$ cat src/verilog/secure_bus_pkg.sv
// constants shared by the bus encryptor and its request queue
// assumes a byte-wide external sram of up to 128k and a 64-bit key
package secure_bus_pkg;

  localparam int KEY_W = 64;
  localparam int ADDR_W = 17;
  localparam int DATA_W = 8;
  localparam int VEC_BYTES = 48;
  localparam int VEC_IDX_W = 6;
  localparam int FIFO_DEPTH = 16;

  // queue entry layout: {write, fetch, address, data}
  localparam int ENT_DATA_LSB = 0;
  localparam int ENT_ADDR_LSB = ENT_DATA_LSB + DATA_W;
  localparam int ENT_FETCH_BIT = ENT_ADDR_LSB + ADDR_W;
  localparam int ENT_WE_BIT = ENT_FETCH_BIT + 1;
  localparam int ENT_W = ENT_WE_BIT + 1;

  // memory range chosen while loading
  localparam logic [1:0] RANGE_32K = 2'h0;
  localparam logic [1:0] RANGE_64K = 2'h1;
  localparam logic [1:0] RANGE_128K = 2'h2;
  localparam logic [ADDR_W-1:0] MASK_32K = 17'h07fff;
  localparam logic [ADDR_W-1:0] MASK_64K = 17'h0ffff;
  localparam logic [ADDR_W-1:0] MASK_128K = 17'h1ffff;

  // reset values
  localparam logic [1:0] RANGE_RST = 2'h2;
  localparam logic [KEY_W-1:0] KEY_RST = 64'h0;
  localparam logic [ADDR_W-1:0] LFSR_RST = 17'h00001;
  localparam logic [DATA_W-1:0] DATA_ZERO = 8'h00;

  // zero fill after an unlock covers the first 32k bytes
  localparam int ZFILL_BYTES = 32768;
  localparam int ZFILL_CNT_W = 15;

  typedef enum logic [0:0] {FILL_IDLE, FILL_RUN} fill_state_e;

endpackage : secure_bus_pkg

$ cat src/verilog/queue_if.sv
// valid/ready carrier between the encryptor and its request queue
// assumes producer and consumer run on the same clock
`timescale 1ns/10ps
interface queue_if #(parameter int WIDTH = 8);
  logic push_valid;
  logic push_ready;
  logic [WIDTH-1:0] push_data;
  logic pop_valid;
  logic pop_ready;
  logic [WIDTH-1:0] pop_data;

  modport queue (
    input push_valid,
    output push_ready,
    input push_data,
    output pop_valid,
    input pop_ready,
    output pop_data
  );

  modport user (
    output push_valid,
    input push_ready,
    output push_data,
    input pop_valid,
    output pop_ready,
    input pop_data
  );
endinterface : queue_if

$ cat src/verilog/req_queue.sv
// flip-flop fifo holding bus requests in order
// assumes one clock; ready and valid flags are registered
`timescale 1ns/10ps
module req_queue #(
  parameter int WIDTH = 8,
  parameter int DEPTH = 16
) (
  // clock and reset
  input wire logic clock,
  input wire logic rst,
  // producer and consumer
  queue_if.queue q
);

  localparam int PTR_W = $clog2(DEPTH);

  initial begin
    if (DEPTH < 2 || (1 << PTR_W) != DEPTH) begin
      $error("req_queue depth must be a power of two, at least 2");
    end
  end

  logic [WIDTH-1:0] mem_ff [DEPTH];
  logic [PTR_W-1:0] wr_ptr_ff;
  logic [PTR_W-1:0] rd_ptr_ff;
  logic [PTR_W:0] count_ff;
  logic [PTR_W:0] nxt_count;
  logic room_ff;
  logic empty_ff;
  logic do_push;
  logic do_pop;

  assign do_push = q.push_valid && room_ff;
  assign do_pop = q.pop_ready && !empty_ff;
  assign q.push_ready = room_ff;
  assign q.pop_valid = !empty_ff;
  assign q.pop_data = mem_ff[rd_ptr_ff];

  always_comb begin
    nxt_count = count_ff;
    if (do_push && !do_pop) begin
      nxt_count = count_ff + 1'b1;
    end else if (do_pop && !do_push) begin
      nxt_count = count_ff - 1'b1;
    end
  end

  always_ff @(posedge clock) begin
    if (do_push) begin
      mem_ff[wr_ptr_ff] <= q.push_data;
    end
  end

  always_ff @(posedge clock or posedge rst) begin
    if (rst) begin
      wr_ptr_ff <= '0;
      rd_ptr_ff <= '0;
      count_ff <= '0;
      room_ff <= 1'b1;
      empty_ff <= 1'b1;
    end else begin
      if (do_push) begin
        wr_ptr_ff <= wr_ptr_ff + 1'b1;
      end
      if (do_pop) begin
        rd_ptr_ff <= rd_ptr_ff + 1'b1;
      end
      count_ff <= nxt_count;
      room_ff <= (nxt_count != DEPTH[PTR_W:0]);
      empty_ff <= (nxt_count == '0);
    end
  end

endmodule : req_queue

$ cat src/verilog/secure_bus_encryptor.sv
// encryption stage between the processor core and the external byte-wide sram
// assumes rst is the backup-domain reset; the lock, key and vector bytes are
// cleared only by it or by an erase, not by ordinary core resets
//
// Overview of operation
// - logical addresses are encrypted before the pins
// - stored bytes are encrypted onto the data pins
// - fetched bytes are decrypted before the core
// - transforms add no cycles to any access
// - distinct transforms, both from one 64-bit key
// - address transform is one-to-one per key
// - address transform spans the configured range
// - data cipher uses key, address and value
// - data cipher is deterministic and reversible
// - encryptors act during loading and execution
// - encryption cannot be turned off
// - loading only while lock is clear
// - clearing the lock erases key and vectors
// - zero fill first 32k after unlock
// - loaded bytes pass through both encryptors
// - new key installed before loading, kept
// - lock set after loading, kept until cleared
// - tampering erases key and protected memory
// - idle bus carries dummy pseudorandom reads outside loading
// - tamper input clears lock like a command
// - vectors held in 48-byte on-chip memory
`timescale 1ns/10ps
module secure_bus_encryptor
  import secure_bus_pkg::*;
#(
  parameter int ZFILL_COUNT = ZFILL_BYTES
) (
  // clock and reset
  input wire logic clock,
  input wire logic rst,
  // core request port
  input wire logic core_req,
  input wire logic core_we,
  input wire logic core_fetch,
  input wire logic [secure_bus_pkg::ADDR_W-1:0] core_addr,
  input wire logic [secure_bus_pkg::DATA_W-1:0] core_wdata,
  output logic core_ready,
  output logic core_refused,
  output logic core_rvalid,
  output logic [secure_bus_pkg::DATA_W-1:0] core_rdata,
  // loader controls
  input wire logic load_mode,
  input wire logic cmd_lock_set,
  input wire logic cmd_lock_clear,
  input wire logic cmd_key_install,
  input wire logic [secure_bus_pkg::KEY_W-1:0] rng_word,
  input wire logic cmd_range_set,
  input wire logic [1:0] range_sel,
  output logic lock_state,
  output logic erase_busy,
  // tamper pin
  input wire logic tamper_erase_input,
  // external sram
  output logic [secure_bus_pkg::ADDR_W-1:0] sram_addr,
  output logic [secure_bus_pkg::DATA_W-1:0] sram_dout,
  output logic sram_doe,
  input wire logic [secure_bus_pkg::DATA_W-1:0] sram_din,
  output logic sram_ce_n,
  output logic sram_we_n
);
  import secure_bus_pkg::*;

  initial begin
    if (ZFILL_COUNT < 1 || ZFILL_COUNT > ZFILL_BYTES) begin
      $error("ZFILL_COUNT must lie between 1 and 32768");
    end
  end

  localparam logic [ZFILL_CNT_W-1:0] ZFILL_LAST = ZFILL_CNT_W'(ZFILL_COUNT - 1);

  // address scrambler: keyed xor, odd multiply, add, xorshift, all kept
  // inside the range mask so every step permutes that range
  function automatic logic [ADDR_W-1:0] addr_xform(input logic [ADDR_W-1:0] a,
                                                    input logic [KEY_W-1:0] k,
                                                    input logic [ADDR_W-1:0] m);
    logic [ADDR_W-1:0] t;
    logic [ADDR_W-1:0] odd;
    logic [2*ADDR_W-1:0] p;
    t = (a ^ k[16:0]) & m;
    odd = {k[32:17], 1'b1};
    p = t * odd;
    t = p[ADDR_W-1:0] & m;
    t = (t + k[49:33]) & m;
    t = (t ^ (t >> 7)) & m;
    return t;
  endfunction : addr_xform

  function automatic logic [DATA_W-1:0] rotl8(input logic [DATA_W-1:0] x, input logic [2:0] s);
    logic [2*DATA_W-1:0] w;
    w = {x, x} << s;
    return w[2*DATA_W-1:DATA_W];
  endfunction : rotl8

  function automatic logic [DATA_W-1:0] rotr8(input logic [DATA_W-1:0] x, input logic [2:0] s);
    logic [2*DATA_W-1:0] w;
    w = {x, x} >> s;
    return w[DATA_W-1:0];
  endfunction : rotr8

  // data pad, offset and rotation derived from key and logical address
  function automatic logic [DATA_W-1:0] data_pad(input logic [ADDR_W-1:0] a, input logic [KEY_W-1:0] k);
    return k[7:0] ^ a[7:0] ^ a[16:9] ^ k[15:8];
  endfunction : data_pad

  function automatic logic [DATA_W-1:0] data_ofs(input logic [ADDR_W-1:0] a, input logic [KEY_W-1:0] k);
    return k[63:56] + a[15:8] + k[23:16];
  endfunction : data_ofs

  function automatic logic [DATA_W-1:0] data_enc(input logic [DATA_W-1:0] d,
                                                  input logic [ADDR_W-1:0] a,
                                                  input logic [KEY_W-1:0] k);
    logic [DATA_W-1:0] t;
    t = (d ^ data_pad(a, k)) + data_ofs(a, k);
    return rotl8(t, k[58:56] ^ a[2:0]);
  endfunction : data_enc

  function automatic logic [DATA_W-1:0] data_dec(input logic [DATA_W-1:0] e,
                                                  input logic [ADDR_W-1:0] a,
                                                  input logic [KEY_W-1:0] k);
    logic [DATA_W-1:0] t;
    t = rotr8(e, k[58:56] ^ a[2:0]) - data_ofs(a, k);
    return t ^ data_pad(a, k);
  endfunction : data_dec

  function automatic logic [ADDR_W-1:0] range_mask(input logic [1:0] r);
    case (r)
      RANGE_32K: return MASK_32K;
      RANGE_64K: return MASK_64K;
      default: return MASK_128K;
    endcase
  endfunction : range_mask

  // tamper pin synchroniser and agreement filter
  logic tamp1_ff;
  logic tamp2_ff;
  logic tamp3_ff;
  logic tamper_ff;

  always_ff @(posedge clock or posedge rst) begin
    if (rst) begin
      tamp1_ff <= 1'b0;
      tamp2_ff <= 1'b0;
      tamp3_ff <= 1'b0;
      tamper_ff <= 1'b0;
    end else begin
      tamp1_ff <= tamper_erase_input;
      tamp2_ff <= tamp1_ff;
      tamp3_ff <= tamp2_ff;
      if (tamp2_ff == tamp3_ff) begin
        tamper_ff <= tamp3_ff;
      end
    end
  end

  logic lock_ff;
  logic [KEY_W-1:0] key_ff;
  logic [1:0] range_ff;
  logic [DATA_W-1:0] vec_ff [VEC_BYTES];
  fill_state_e fill_state_ff;
  logic [ZFILL_CNT_W-1:0] fill_cnt_ff;
  logic [ADDR_W-1:0] lfsr_ff;
  logic lock_clr_cmd;
  logic lock_set_cmd;
  logic erase;
  logic filling;
  logic [ADDR_W-1:0] mask;

  assign filling = (fill_state_ff == FILL_RUN);
  assign lock_clr_cmd = load_mode && cmd_lock_clear;
  assign lock_set_cmd = load_mode && cmd_lock_set && !filling;
  assign erase = tamper_ff || lock_clr_cmd;
  assign mask = range_mask(range_ff);

  // lock is backup-domain state; a clear always beats a set
  always_ff @(posedge clock or posedge rst) begin
    if (rst) begin
      lock_ff <= 1'b0;
    end else if (erase) begin
      lock_ff <= 1'b0;
    end else if (lock_set_cmd) begin
      lock_ff <= 1'b1;
    end
  end

  // key has no read path; it only feeds the transforms
  always_ff @(posedge clock or posedge rst) begin
    if (rst) begin
      key_ff <= KEY_RST;
    end else if (erase) begin
      key_ff <= KEY_RST;
    end else if (load_mode && cmd_key_install && !lock_ff && !filling) begin
      key_ff <= rng_word;
    end
  end

  always_ff @(posedge clock or posedge rst) begin
    if (rst) begin
      range_ff <= RANGE_RST;
    end else if (load_mode && cmd_range_set && !lock_ff) begin
      range_ff <= range_sel;
    end
  end

  // request acceptance; loader access is blocked while locked
  queue_if #(.WIDTH(ENT_W)) rq ();
  logic blocked;
  logic take;

  assign blocked = load_mode && lock_ff;
  assign rq.push_valid = core_req && !blocked;
  assign rq.push_data = {core_we, core_fetch, core_addr, core_wdata};
  assign take = rq.push_valid && rq.push_ready;
  assign rq.pop_ready = !filling;

  req_queue #(
    .WIDTH(ENT_W),
    .DEPTH(FIFO_DEPTH)
  ) u_queue (
    .clock(clock),
    .rst(rst),
    .q(rq.queue)
  );

  // vector bytes are written while loading and served to vector fetches
  genvar gi;
  generate
    for (gi = 0; gi < VEC_BYTES; gi++) begin : g_vec
      always_ff @(posedge clock or posedge rst) begin
        if (rst) begin
          vec_ff[gi] <= DATA_ZERO;
        end else if (erase) begin
          vec_ff[gi] <= DATA_ZERO;
        end else if (take && core_we && load_mode && core_addr == ADDR_W'(gi)) begin
          vec_ff[gi] <= core_wdata;
        end
      end
    end
  endgenerate

  // zero fill sequence after any lock clear
  always_ff @(posedge clock or posedge rst) begin
    if (rst) begin
      fill_state_ff <= FILL_IDLE;
      fill_cnt_ff <= '0;
    end else if (erase) begin
      fill_state_ff <= FILL_RUN;
      fill_cnt_ff <= '0;
    end else begin
      case (fill_state_ff)
        FILL_IDLE: begin
          fill_cnt_ff <= '0;
        end
        FILL_RUN: begin
          if (fill_cnt_ff == ZFILL_LAST) begin
            fill_state_ff <= FILL_IDLE;
          end else begin
            fill_cnt_ff <= fill_cnt_ff + 1'b1;
          end
        end
        default: begin
          fill_state_ff <= FILL_IDLE;
        end
      endcase
    end
  end

  // pseudorandom address source for dummy reads
  always_ff @(posedge clock or posedge rst) begin
    if (rst) begin
      lfsr_ff <= LFSR_RST;
    end else begin
      lfsr_ff <= {lfsr_ff[ADDR_W-2:0], lfsr_ff[16] ^ lfsr_ff[13]};
    end
  end

  // one bus cycle per clock: fill, then queued request, then dummy read
  logic [ADDR_W-1:0] pop_addr;
  logic [DATA_W-1:0] pop_wdata;
  logic pop_we;
  logic pop_fetch;
  logic pop_vec;
  logic pop_go;
  logic [ADDR_W-1:0] fill_addr;
  logic [ADDR_W-1:0] dummy_addr;

  assign pop_addr = rq.pop_data[ENT_ADDR_LSB +: ADDR_W];
  assign pop_wdata = rq.pop_data[ENT_DATA_LSB +: DATA_W];
  assign pop_we = rq.pop_data[ENT_WE_BIT];
  assign pop_fetch = rq.pop_data[ENT_FETCH_BIT];
  assign pop_vec = pop_fetch && !pop_we && (pop_addr < ADDR_W'(VEC_BYTES));
  assign pop_go = rq.pop_valid && !filling;
  assign fill_addr = {{(ADDR_W-ZFILL_CNT_W){1'b0}}, fill_cnt_ff};
  assign dummy_addr = lfsr_ff & mask;

  logic [ADDR_W-1:0] sram_addr_ff;
  logic [DATA_W-1:0] sram_dout_ff;
  logic sram_doe_ff;
  logic sram_ce_n_ff;
  logic sram_we_n_ff;

  always_ff @(posedge clock or posedge rst) begin
    if (rst) begin
      sram_addr_ff <= '0;
      sram_dout_ff <= DATA_ZERO;
      sram_doe_ff <= 1'b0;
      sram_ce_n_ff <= 1'b1;
      sram_we_n_ff <= 1'b1;
    end else if (filling) begin
      sram_addr_ff <= addr_xform(fill_addr, key_ff, mask);
      sram_dout_ff <= data_enc(DATA_ZERO, fill_addr, key_ff);
      sram_doe_ff <= 1'b1;
      sram_ce_n_ff <= 1'b0;
      sram_we_n_ff <= 1'b0;
    end else if (pop_go && pop_we) begin
      sram_addr_ff <= addr_xform(pop_addr, key_ff, mask);
      sram_dout_ff <= data_enc(pop_wdata, pop_addr, key_ff);
      sram_doe_ff <= 1'b1;
      sram_ce_n_ff <= 1'b0;
      sram_we_n_ff <= 1'b0;
    end else if (pop_go && !pop_vec) begin
      sram_addr_ff <= addr_xform(pop_addr, key_ff, mask);
      sram_dout_ff <= DATA_ZERO;
      sram_doe_ff <= 1'b0;
      sram_ce_n_ff <= 1'b0;
      sram_we_n_ff <= 1'b1;
    end else if (!load_mode || pop_go) begin
      sram_addr_ff <= dummy_addr;
      sram_dout_ff <= DATA_ZERO;
      sram_doe_ff <= 1'b0;
      sram_ce_n_ff <= 1'b0;
      sram_we_n_ff <= 1'b1;
    end else begin
      sram_dout_ff <= DATA_ZERO;
      sram_doe_ff <= 1'b0;
      sram_ce_n_ff <= 1'b1;
      sram_we_n_ff <= 1'b1;
    end
  end

  // read answer: captured and decrypted at the end of the bus cycle
  logic rd_pend_ff;
  logic rd_vec_ff;
  logic [ADDR_W-1:0] rd_laddr_ff;
  logic [DATA_W-1:0] rd_vdata_ff;
  logic [DATA_W-1:0] core_rdata_ff;
  logic core_rvalid_ff;

  always_ff @(posedge clock or posedge rst) begin
    if (rst) begin
      rd_pend_ff <= 1'b0;
      rd_vec_ff <= 1'b0;
      rd_laddr_ff <= '0;
      rd_vdata_ff <= DATA_ZERO;
    end else begin
      rd_pend_ff <= pop_go && !pop_we;
      rd_vec_ff <= pop_vec;
      rd_laddr_ff <= pop_addr;
      rd_vdata_ff <= pop_vec ? vec_ff[pop_addr[VEC_IDX_W-1:0]] : DATA_ZERO;
    end
  end

  always_ff @(posedge clock or posedge rst) begin
    if (rst) begin
      core_rdata_ff <= DATA_ZERO;
      core_rvalid_ff <= 1'b0;
    end else begin
      core_rvalid_ff <= rd_pend_ff;
      if (rd_pend_ff) begin
        core_rdata_ff <= rd_vec_ff ? rd_vdata_ff : data_dec(sram_din, rd_laddr_ff, key_ff);
      end
    end
  end

  // status and refusal flags
  logic core_refused_ff;
  logic erase_busy_ff;

  always_ff @(posedge clock or posedge rst) begin
    if (rst) begin
      core_refused_ff <= 1'b0;
      erase_busy_ff <= 1'b0;
    end else begin
      core_refused_ff <= core_req && blocked;
      erase_busy_ff <= erase || (filling && fill_cnt_ff != ZFILL_LAST);
    end
  end

  assign core_ready = rq.push_ready;
  assign core_refused = core_refused_ff;
  assign core_rvalid = core_rvalid_ff;
  assign core_rdata = core_rdata_ff;
  assign lock_state = lock_ff;
  assign erase_busy = erase_busy_ff;
  assign sram_addr = sram_addr_ff;
  assign sram_dout = sram_dout_ff;
  assign sram_doe = sram_doe_ff;
  assign sram_ce_n = sram_ce_n_ff;
  assign sram_we_n = sram_we_n_ff;

endmodule : secure_bus_encryptor

$ cat config.mk
export PLATFORM = sky130hd
export DESIGN_NAME = secure_bus_encryptor
export DESIGN_NICKNAME = d
export VERILOG_FILES = /design/src/verilog/secure_bus_pkg.sv /design/src/verilog/queue_if.sv /design/src/verilog/req_queue.sv /design/src/verilog/secure_bus_encryptor.sv
export SDC_FILE = /design/constraint.sdc
export NUM_CORES = 2
export LEC_CHECK = 0
export BUFFER_PORTS_ARGS = -buffer_cell sky130_fd_sc_hd__clkbuf_2
export CAP_MARGIN = 20
export CORE_MARGIN = 2
export CORE_UTILIZATION = 40
export CTS_CLUSTER_SIZE = 14
export DETAILED_ROUTE_END_ITERATION = 10
export GPL_ROUTABILITY_DRIVEN = 0
export HOLD_SLACK_MARGIN = 0.06
export MAX_ROUTING_LAYER = met4
export SLEW_MARGIN = 20
export SYNTH_ARGS = -nofsm -noshare
export SYNTH_HDL_FRONTEND = slang
export SYNTH_SLANG_ARGS = --single-unit
$ cat constraint.sdc
create_clock -name clock -period 46.9 [get_ports clock]
set_clock_uncertainty 0.1 [all_clocks]
set_input_delay 9.38 -clock clock [delete_from_list [all_inputs] [get_ports clock]]
set_output_delay 9.38 -clock clock [all_outputs]
set_load 0.01 [all_outputs]
==> impl_metrics.py <==
metrics = {
    "status": {
        "result_of_the_run": "completed",
    },
    "detailed_routing": {
        "postRouteAntennaNets": 0,
        "wl_met3_mm": 11.6,
        "dr_total_vias": 41200,
        "wl_mm": 168,
        "met2RoutedLength_mm": 80.5,
        "detail_route.drc_violations": 0,
        "drc_violation_total_after_the_first_tritonroute_iteration": 4084,
        "drt_pre_antenna_iters": 5,
        "met1_layer_wirelength_in_the_final_routing_mm": 71.9,
        "top_layer": "met4",
        "avgViaCountPerCell": 5.46,
        "drt-wirelength-per-cell_um": 22.3,
    },
    "clock_network": {
        "clock_insertion_delay_worst_skew_ns": 0.75,
        "cts_repair_resize_count": 0,
        "post_cts_hold_buffer_count": 0,
        "cts_num_sinks": 994,
        "tritoncts.num_buffers": 107,
        "clk_pin_slew_ns": 0.06,
        "htree_num_levels": 3,
        "clk_path_buf_depth": 3,
        "cts_setup_buffers": 0,
        "cts_tree": "done",
        "clock_tree.root_cell": "clkbuf_16",
    },
    "finish": {
        "layout.nets": 6089,
        "ratio_of_cells_with_drive_above_1_in_the_final_layout": 0.100,
        "stdcell_count": 7550,
        "layout.cells.most_common_list": "nand2_1, a21oi_1, dfrtp_1",
        "mostFrequentLayoutCell": "nand2_1",
        "syn2layout_area_growth_pct": 11.1,
    },
    "synth": {
        "post_synth_instance_area_mm2": 0.0566,
        "synth_nets": 6079,
        "synthFlopType": "dfrtp_1",
        "postSynthAreaPerCell_um2": 10.2,
        "synth-edff-count": 432,
        "synth_cells": 5571,
        "ys_async_sr_fraction": 0.565,
        "synth_seq_area_share": 0.478,
        "ffs_latches_synth": 994,
        "synth_cell_type_count": 78,
        "synth.yosys.warnings": 0,
    },
    "hold_path": {
        "timing.hold.worst_path_depth": 0,
        "whs_endpoint": "tamp2_ff",
        "timing.hold.worst.start": "tamp1_ff",
        "worst_hold_path_type": "reg2reg",
    },
    "die": {
        "initial_core_util": 0.404,
        "coreArea_mm2": 0.140,
        "fp.dieH_um": 380,
        "placementRows": 137,
        "area_enclosed_by_the_die_boundary_mm2": 0.144,
        "floorplan.io_pins": 151,
        "dieWidth_um": 380,
    },
    "timing": {
        "timing_worst_slew_pin_value_ns": 1.14,
        "fin_setup_tns_ns": 0,
        "setup_viol_count_final": 0,
        "report.final.hold_viol_count": 0,
        "maxSlewHeadroom": 0.240,
        "fmax_ghz": 0.0788,
        "timing.final.crit_share": 0.271,
        "fin_crit_ns": 12.69,
        "unrepaired_setup_endpoints_after_global_routing": "false",
        "finalMaxSlewViolations": 0,
    },
    "placed_design": {
        "dp_cells": 7345,
        "placement.io_buffers": 144,
        "place_hpwl_mm": 107,
    },
    "critical_path": {
        "timing_worst_setup_path_type": "in2reg",
        "crit-reg2reg-launch": "u_queue.rd_ptr_ff[1]",
        "timing.critical_path.required_ns": 47.46,
        "endpoint_kind": "flip-flop",
        "setup_slack_on_the_worst_flop_to_flop_path_ns": 36.86,
        "timing.reg2reg.worst_path_depth": 36,
        "critPathMaxFanout": 17,
        "timing.critical_path.arrival_ns": 13.25,
        "r2r_end": "sram_addr[9]",
        "critical_path.startpoint_type": "input pin",
    },
    "power": {
        "leakagePower_nw": 25.0,
        "power_per_cell_area_mw_per_mm2": 57.0,
        "vdd_ir_drop_max_v": 0.0000721,
    },
    "global_routing": {
        "maximum_number_of_pins_on_one_net_before_global_route_repair": 178,
        "first_global_vias": 40400,
        "overall_global_routing_usage": 0.237,
        "grt_pass1_wl_mm": 255,
        "globalRouteOverflowTotal": 0,
        "number_of_antenna_violations_at_the_first_check_in_global_routing": 3,
    },
    "job": {
        "drv_cap": 0,
    },
}
flip-flops by register name, indices dropped and copies added (netlist names), 2 cells and up:
| signal | flops |
|---|---|
| u_queue.mem_ff | 432 |
| key_ff | 58 |
| core_rdata | 8 |
| sram_addr | 17 |
| vec_ff | 384 |
| lfsr_ff | 17 |
| u_queue.count_ff | 5 |
| range_ff | 2 |
| rd_vdata_ff | 8 |
| fill_cnt_ff | 15 |
| u_queue.rd_ptr_ff | 4 |
| u_queue.wr_ptr_ff | 4 |
| rd_laddr_ff | 17 |
| sram_dout | 8 |
worst max-delay path by stage:
stage,cells after the start,start,to,slack [ns]
after floorplan,1,rst,core_rdata[0],21.71
after global routing,9,core_addr[7],vec_ff[121],34.11
after CTS,9,core_addr[7],vec_ff[120],34.29
after detailed placement,9,core_addr[7],vec_ff[121],33.48
after global placement,9,core_addr[7],vec_ff[122],33.56
final,9,core_addr[7],vec_ff[120],34.21
through the flow:
step	hold slack, ns	worst slack, ns	area (µm²)	utilization	total power (W)
2_1_floorplan	0.231	21.71	56600	-	0.00214
3_3_place_gp	0.238	33.56	59000	0.422	0.00267
3_5_place_dp	0.246	33.48	59000	0.422	0.00268
4_1_cts	0.259	34.29	62800	0.449	0.00360
5_1_grt	0.263	34.11	62900	0.449	0.00376
6_report	0.256	34.21	62900	0.449	0.00358
routing by layer:
layer	global-route usage	vias to the layer above
li1	-	18700
met1	0.316	20800
met2	0.378	1426
met3	0.0379	234
met4	0.0647	0
met5	-	-
final cells by class:
class / instances / area, µm²
flip-flops and latches: 994 / 27100
inverters: 364 / 1380
well taps: 1876 / 2350
diodes: 2 / 5.00
clock inverters: 64 / 836
repair buffers: 215 / 1340
multi-input cells: 3899 / 27000
fillers: 13300 / 77000
clock buffers: 136 / 2930
report_power, final:
group	internal [W]	switching, W	total (W)
Sequential	0.000969	0.0000458	0.00101
Combinational	0.000588	0.00107	0.00166
Clock	0.000533	0.000373	0.000905
Total	0.00209	0.00149	0.00358
critical path, cell delays in order:
cell and delay, ns:
clkbuf_2 0.23, or4b_2 0.76, nor3_1 0.19, nand4_1 0.48, or3b_2 0.84, or2_2 0.44
nor2_1 0.59, nand2_1 0.12, a21oi_1 0.19
Yosys cell counts (10+ instances only):
master	instances	area share
a211oi_1	38	0.0050
a31oi_1	58	0.0064
nor2b_1	18	0.0020
a21o_1	26	0.0035
a22oi_1	29	0.0038
ha_1	167	0.037
nor2_1	202	0.013
mux2_2	16	0.0032
o21a_1	16	0.0021
fa_1	231	0.082
buf_1	17	0.0011
mux4_2	100	0.040
buf_2	10	0.00088
nor3_1	27	0.0024
nand2_1	1533	0.10
edfxtp_1	432	0.23
o22ai_1	10	0.0011
and3_1	106	0.012
nand2b_1	17	0.0019
and2_1	124	0.014
nand4_1	13	0.0014
dfrtp_1	556	0.25
xor2_1	70	0.011
a21oi_1	580	0.051
nand3_1	21	0.0019
inv_1	352	0.023
a311oi_1	48	0.0074
mux2i_1	85	0.015
nor3b_1	11	0.0015
xnor2_1	206	0.032
clkbuf_1	275	0.018
o21bai_1	16	0.0021
o21ai_0	42	0.0037
cells by family after synthesis:
family	count (synthesis)	share of synthesized area
fa+ha+maj	399	0.119
xor+xnor	286	0.0462
compound gates	898	0.0918
buf+inv	678	0.0468
flops	994	0.478
simple gates	2106	0.156
mux	210	0.0622
No activity file was read; power rests on OpenSTA's default activity.
